==> src/io_power_pkg.sv <==
// constants for the io and power management register bank
package io_power_pkg;
  localparam logic [7:0] ADDR_WRITE  = 8'h39;
  localparam logic [7:0] ADDR_SET    = 8'h3A;
  localparam logic [7:0] ADDR_CLEAR  = 8'h3B;
  localparam int         SWAP_BIT    = 1;
  localparam int         SER_LVL_LO  = 2;
  localparam int         PLUS_PU_BIT = 4;
  localparam int         MINUS_PU_BIT = 5;
  localparam int         BUS_LVL_LO  = 6;
  localparam logic [7:0] WRITE_MASK  = 8'hFE;
  localparam logic [7:0] RESET_VALUE = 8'h04;
  localparam logic [1:0] LEVEL_3V3   = 2'h0;
  typedef enum logic [1:0] {MODE_BUS, MODE_SERIAL, MODE_AUDIO} phy_mode_t;
endpackage

==> src/io_power_if.sv <==
// register storage carrier between control logic and storage
`timescale 1ns/10ps
interface io_power_if;
  logic       wr_en;
  logic [7:0] wr_data;
  logic [7:0] value;
  modport ctrl (output wr_en, output wr_data, input value);
  modport store (input wr_en, input wr_data, output value);
endinterface

==> src/io_power_store.sv <==
// storage register for the io and power management byte
`timescale 1ns/10ps
module io_power_store
(
  input  wire logic   clk_i,
  input  wire logic   reset_i,
  io_power_if.store   bus
);
  import io_power_pkg::*;
  logic [7:0] reg_ff;
  always_ff @(posedge clk_i or posedge reset_i)
  begin
    if (reset_i)
      reg_ff <= RESET_VALUE;
    else if (bus.wr_en)
      reg_ff <= bus.wr_data & WRITE_MASK;
  end
  assign bus.value = reg_ff;
endmodule // io_power_store

==> src/usb_io_power_management_register.sv <==
// io and power management register with pin routing and regulator select
//
// Added by the designer: the plain strobed port.
`timescale 1ns/10ps

// Summary of operation
// - register reads at all three addresses; write, set, clear by address.
// - swap bit set exchanges plus and minus pin roles of the transceiver.
// - in serial mode swap bit exchanges which pin carries each serial path.
// - in audio mode speaker pins are never swapped.
// - serial level field bits 3:2 resets to 01, four voltage codes.
// - entering serial mode, level switches when serial transmit enable asserts.
// - audio mode holds regulator at 3.3V.
// - bits 4,5 enable pull-ups; serial mode forces both on.
// - bus level field bits 7:6 resets to 00, same encoding.
// - bus mode and the unused fourth mode code use the bus level field.
module usb_io_power_management_register
  import io_power_pkg::*;
(
  // clock and reset
  input  wire logic                  clk_i,
  input  wire logic                  reset_i,
  // register port
  input  wire logic [7:0]            addr_i,
  input  wire logic [7:0]            wdata_i,
  input  wire logic                  wr_i,
  input  wire logic                  rd_i,
  output logic      [7:0]            rdata_o,
  // mode status from the transceiver core
  input  wire io_power_pkg::phy_mode_t mode_i,
  input  wire logic                  serial_transmit_enable_i,
  // pin routing
  input  wire logic                  core_plus_i,
  input  wire logic                  core_minus_i,
  output logic                       pin_plus_o,
  output logic                       pin_minus_o,
  input  wire logic                  spk_left_i,
  input  wire logic                  spk_right_i,
  output logic                       speaker_left_pin_o,
  output logic                       speaker_right_pin_o,
  // analogue controls
  output logic      [1:0]            regulator_level_o,
  output logic                       charger_pullup_plus_en_o,
  output logic                       charger_pullup_minus_en_o
);
  import io_power_pkg::*;

  // ---------------------------------------------------------------
  // register access
  // ---------------------------------------------------------------
  io_power_if regs ();

  io_power_store u_store
  (
    .clk_i   (clk_i),
    .reset_i (reset_i),
    .bus     (regs.store)
  );

  function automatic logic hit(input logic [7:0] a);
    hit = (a == ADDR_WRITE) || (a == ADDR_SET) || (a == ADDR_CLEAR);
  endfunction

  always_comb
  begin
    regs.wr_en   = 1'b0;
    regs.wr_data = regs.value;
    if (wr_i && addr_i == ADDR_WRITE)
    begin
      regs.wr_en   = 1'b1;
      regs.wr_data = wdata_i;
    end
    else if (wr_i && addr_i == ADDR_SET)
    begin
      regs.wr_en   = 1'b1;
      regs.wr_data = regs.value | wdata_i;
    end
    else if (wr_i && addr_i == ADDR_CLEAR)
    begin
      regs.wr_en   = 1'b1;
      regs.wr_data = regs.value & ~wdata_i;
    end
  end

  // unmapped addresses read zero; bit 0 is masked in storage
  always_ff @(posedge clk_i or posedge reset_i)
  begin
    if (reset_i)
      rdata_o <= 8'h00;
    else if (rd_i && hit(addr_i))
      rdata_o <= regs.value;
    else
      rdata_o <= 8'h00;
  end

  // ---------------------------------------------------------------
  // regulator level
  // ---------------------------------------------------------------
  logic       swap;
  logic [1:0] serial_level;
  logic [1:0] bus_level;
  logic       serial_armed_ff;

  assign swap         = regs.value[SWAP_BIT];
  assign serial_level = regs.value[SER_LVL_LO +: 2];
  assign bus_level    = regs.value[BUS_LVL_LO +: 2];

  // the serial level takes over only once transmit is enabled, so the
  // rail does not dip while the link is still switching modes
  always_ff @(posedge clk_i or posedge reset_i)
  begin
    if (reset_i)
      serial_armed_ff <= 1'b0;
    else if (mode_i != MODE_SERIAL)
      serial_armed_ff <= 1'b0;
    else if (serial_transmit_enable_i)
      serial_armed_ff <= 1'b1;
  end

  always_ff @(posedge clk_i or posedge reset_i)
  begin
    if (reset_i)
      regulator_level_o <= LEVEL_3V3;
    else
      case (mode_i)
        MODE_AUDIO:  regulator_level_o <= LEVEL_3V3;
        MODE_SERIAL:
          if (serial_armed_ff || serial_transmit_enable_i)
            regulator_level_o <= serial_level;
          else
            regulator_level_o <= bus_level;
        default:     regulator_level_o <= bus_level;
      endcase
  end

  // ---------------------------------------------------------------
  // pull-ups and pin routing
  // ---------------------------------------------------------------
  always_ff @(posedge clk_i or posedge reset_i)
  begin
    if (reset_i)
    begin
      charger_pullup_plus_en_o  <= 1'b0;
      charger_pullup_minus_en_o <= 1'b0;
    end
    else
    begin
      charger_pullup_plus_en_o  <= regs.value[PLUS_PU_BIT] || mode_i == MODE_SERIAL;
      charger_pullup_minus_en_o <= regs.value[MINUS_PU_BIT] || mode_i == MODE_SERIAL;
    end
  end

  // routing is combinational: the data path must not gain a cycle
  always_comb
  begin
    pin_plus_o  = swap ? core_minus_i : core_plus_i;
    pin_minus_o = swap ? core_plus_i : core_minus_i;
    speaker_left_pin_o  = spk_left_i;
    speaker_right_pin_o = spk_right_i;
  end
endmodule // usb_io_power_management_register

==> config.mk <==
export PLATFORM = sky130hd
export DESIGN_NAME = usb_io_power_management_register
export DESIGN_NICKNAME = d
export VERILOG_FILES = /design/src/io_power_pkg.sv /design/src/io_power_if.sv /design/src/io_power_store.sv /design/src/usb_io_power_management_register.sv
export SDC_FILE = /design/constraint.sdc
export NUM_CORES = 1
export LEC_CHECK = 0
export BUFFER_PORTS_ARGS = -buffer_cell sky130_fd_sc_hd__buf_2
export CORE_ASPECT_RATIO = 1.75
export CORE_MARGIN = 3
export CORE_UTILIZATION = 30
export CTS_CLUSTER_DIAMETER = 80
export DETAILED_ROUTE_END_ITERATION = 6
export SLEW_MARGIN = 20
export SYNTH_ARGS = -nofsm -noshare
export SYNTH_HDL_FRONTEND = slang
export SYNTH_HIERARCHICAL = 1
export SYNTH_SLANG_ARGS = --single-unit
==> constraint.sdc <==
create_clock -name clk_i -period 1.4 [get_ports clk_i]
set_input_delay 0.07 -clock clk_i [delete_from_list [all_inputs] [get_ports clk_i]]
set_output_delay 0.07 -clock clk_i [all_outputs]
set_load 0.1 [all_outputs]
=== Yosys cells after proc, flatten, opt, wreduce, memory -nomap -nowiden ===
Index checks and enable logic that the tools add are counted.

* Register bits after elaboration: 20
* Input bits: 27
* Output and inout port bits: 16
* Word-level logic and storage cells: 40

* Equal/unequal tests: 6
* Multiplexer cells: 13
* Bitwise operators: 3
* Reduce and logical (&&, ||, !) cells: 12

{| class="wikitable"
|+ Operators with widths
! operator !! count
|-
| $mux 8 || 4
|-
| $eq 8x6->1 const B || 3
|-
| $and 8x8->8 || 1
|-
| $not 8->8 || 1
|-
| $or 8x8->8 || 1
|-
| $mux 1 || 7
|-
| $logic_or 1x1->1 || 5
|-
| $logic_and 1x1->1 || 4
|-
| $pmux 2 s2 || 1
|-
| $reduce_bool 3->1 || 1
|-
| $eq 2x1->1 const B || 1
|-
| $eq 2x2->1 const B || 1
|-
| $mux 2 || 1
|-
| $ne 2x1->1 const B || 1
|-
| $reduce_and 2->1 || 1
|-
| $reduce_bool 2->1 || 1
|}

=== Depth between registers and ports, before layout ===
* Word-level depth: 6
* Depth in mapped cells: 8
* Mapped depth without buffers: 5

=== Cells and area by module ===
Netlist, hierarchy kept.

{| class="wikitable"
|+ Modules (own cells, without submodules)
! module !! times used !! cells each !! area each (um2)
|-
| usb_io_power_management_register || 1 || 98 || 1017.2
|-
| io_power_store || 1 || 18 || 307.8
|}

=== Worst setup path after synthesis ===
OpenSTA, ideal clock, no wires.

* Path kind: input -> register
* Start: input addr_i[6]
* End: register u_store.reg_ff[1], in the netlist u_store/bus.value[1]
* Library setup time: 125 ps
* Data arrival time: 1327 ps
* Data required time: 1275 ps
* Path slack: -53 ps
* Cell stages on the path: 7
* Path through: and4bb_2 buf_6 and3_4 buf_6 and2_2 buf_6 mux2_4

* Cells in the longest elaborated chain, start to end: 6
* Elaborated cells on any way between the ends: 13
* Classes of those cells: eq/ne: 3; mux: 5; reduce/logical: 5

{| class="wikitable"
|+ RTL lines
! what !! RTL line !! text
|-
| from (decl) || usb_io_power_management_register.sv:24 || <nowiki>input wire logic [7:0] addr_i,</nowiki>
|-
| $eq 8x6->1 || usb_io_power_management_register.sv:78 || <nowiki>else if (wr_i && addr_i == ADDR_CLEAR)</nowiki>
|-
| $logic_and 1x1->1 || usb_io_power_management_register.sv:78 ||
|-
| $mux 1 || usb_io_power_management_register.sv:78 ||
|-
| $mux 1 || usb_io_power_management_register.sv:73 || <nowiki>else if (wr_i && addr_i == ADDR_SET)</nowiki>
|-
| $mux 1 * || usb_io_power_management_register.sv:68 || <nowiki>if (wr_i && addr_i == ADDR_WRITE)</nowiki>
|-
| named net regs.wr_en || io_power_if.sv:4 || <nowiki>logic wr_en;</nowiki>
|-
| $reduce_and 2->1 (no line) * || -- ||
|-
| to (signal assigned) || io_power_store.sv:16 || <nowiki>reg_ff <= bus.wr_data & WRITE_MASK;</nowiki>
|-
| to (decl) || io_power_store.sv:10 || <nowiki>logic [7:0] reg_ff;</nowiki>
|}

Mark *: on every way through the listed nets, which the timed path passes. The rest lies on a longest branch.
A chain may end at the register's enable or synchronous reset.

=== Worst setup path in the final report ===
* Start: register u_store.reg_ff[1], in the netlist u_store/bus.value[1]
* End: output pin_minus_o

* Cells in the longest elaborated chain, start to end: 1

{| class="wikitable"
|+ RTL lines
! what !! RTL line !! text
|-
| $mux 1 || usb_io_power_management_register.sv:157 || <nowiki>pin_minus_o = swap ? core_plus_i : core_minus_i;</nowiki>
|-
| to (decl) || usb_io_power_management_register.sv:36 || <nowiki>output logic pin_minus_o,</nowiki>
|}

Every way passes these cells.

==> qor.yml <==
outcome:
  outcome: "finished, final reports clean"
critical_path:
  cp-start-kind: "register"
  r2r_slack_ps: 220
  r2r_cells: 3
  cpPeakStageDelay_ps: 450
  timing.rr.start: "serial_armed_ff"
  cp.depth: 2
  path_buf_inv: 1
  cp_max_fo: 6
  cp_slowest_cell: "dfrtp_1"
  arrival_ps: 1270
  rr_endpoint: "regulator_level_o[1]"
  crit_path_end_kind: "primary output"
  worstSetupPathType: "reg2out"
  cp.required_ps: 1330
  crit_chain: "mux2_2, buf_12"
  cp_top_family: "flip-flops"
grt:
  first_global_vias: 1095
  grt_pass1_wl_mm: 4.72
  grt_max_degree: 16
  antenna_found_initial: 0
  track_usage_pct: 11.2
  gr-total-overflow: 0
timing:
  finalSetupViolations: 0
  period_share_pct: 96.0
  rsz0062_at_grt: "false"
  hold_viol_final: 0
  fmax_mhz: 744
  drv_slew: 0
  fin_crit_ps: 1340
  finClkSkew_ps: 3.20
  hold_slack_ps: 70.2
  worst_slack_ps: 55.8
hold_path:
  hold_class: "in2reg"
  min_from: "serial_transmit_enable_i"
  whs_path_depth: 2
  whs_endpoint: "serial_armed_ff"
cells_and_area:
  multi_input_area_um2: 639
  area_growth_pct: 22.8
  ff_latch_area_um2: 502
  drive_above_1_share_pct: 50.3
  antenna_cells: 0
  fillCellCount: 423
  final_nets: 176
job:
  drv_cap: 0
die:
  die_w_um: 55.4
  num_rows: 30
  die_area_mm2: 0.00512
  fp.dieH_um: 92.4
  pin_count: 43
  start_util_pct: 32.2
  fp.coreArea_mm2: 0.00398
drt:
  drc: 0
  dr.first_iter.drc_count: 27
  via_count: 1043
  ant_nets: 0
  drtPass1Iterations: 4
  wirelength_mm: 2.75
  vias_per_cell: 5.35
  post_drt_wl_per_cell_um: 14.1
synthesis:
  ys_warn_count: 6
  synthCells: 111
  synth_fp_nets: 139
  syn_area_per_cell_um2: 11.5
  syn_area_mm2: 0.00128
pwr:
  leakagePower_nw: 0.749
  finalPower_mw: 1.21
  powerDensity_mw_per_mm2: 773
  peakVddDrop_mv: 0.661
clock_tree:
  clockBufferDepth: 2
  clock_sinks: 20
  clk_latency_ps: 250
  htreeDepth: 1
  numCtsBuffers: 3
  path_clk_slew_ps: 70
  post_cts_resized: 0
  cts_tree: "done"
  root_buffer: "clkbuf_8"
placement:
  hpwl_mm: 2.27
  gp_congestion: 0.841
  placement.io_buffers: 37
  place_ws_ps: 77.5
where the power goes:
part / switching, mW / leakage (nW) / total (mW) / internal [mW]
combinational: 0.134 / 0.447 / 0.212 / 0.0784
clock: 0.169 / 0.0288 / 0.418 / 0.250
sequential: 0.00174 / 0.273 / 0.584 / 0.583
total: 0.304 / 0.749 / 1.21 / 0.911
cell usage in the layout, fill, tap and decap left out:
cell type      count
o21ai_0            1
or2_2              3
dlygate4sd3_1      1
buf_12             2
ha_1               1
o32ai_1            7
buf_4              7
nand3b_1           1
nor2b_1            3
mux2_2             3
and4bb_2           1
buf_2             35
and2_1             8
a22o_1             1
nand2_1            1
mux2_4             7
clkbuf_8           4
nand4bb_1          1
and4_2             2
nor2_1             1
nand4b_1           7
dfrtp_1           19
inv_1             10
a21oi_1            1
a311oi_2           6
and2_4             1
a41oi_1            6
conb_1             1
nor2b_4            1
dfstp_2            1
o21a_1             2
and3_4             1
nor3_1             1
stage by stage:
step           instance area, µm²  utilization (%)  setup TNS (ps)  std cells
2_1_floorplan                1280                -            -166        111
3_3_place_gp                 1510             37.9               0        190
3_5_place_dp                 1510             37.9               0        190
4_1_cts                      1570             39.5               0        195
5_1_grt                      1570             39.5               0        195
6_report                     1570             39.5               0        195
how the worst max path moves through the flow:
stage / from / endpoint / slack, ps
floorplan: addr_i[7] / u_store/bus.value[1] / -30
global placement: addr_i[7] / u_store/bus.value[4] / 100
detailed placement: addr_i[7] / u_store/bus.value[1] / 80
CTS: u_store/bus.value[1] / pin_minus_o / 50
global route: u_store/bus.value[1] / pin_minus_o / 20
finish: u_store/bus.value[1] / pin_minus_o / 60
per-layer routing:
metal / wire length (µm) / part of all wire (%) / global-route usage (%)
met1: 989 / 36 / 11.7
met2: 1520 / 55 / 21.1
met3: 181 / 6.6 / 1.39
met4: 62 / 2.3 / 6.09
met5: 0 / 0 / 0
repair_timing:
item                      CTS  global route
hold endpoints to repair   19             0
hold buffers                1             0
setup buffers               0             0
final cells by class:
type	instances	area share [%]
timing repair buffer	45	17.7
sequential	20	31.9
clock buffer	4	3.50
multi-input combinational	68	40.7
inverter	10	2.39
tap	48	3.82
registers in the layout (all words and copies together), names as in the netlist:
name	flops
charger_pullup_minus_en_o	1
charger_pullup_plus_en_o	1
regulator_level_o	2
u_store/bus.value	7
rdata_o	8
serial_armed_ff	1
(Power assumes the default switching activity.)
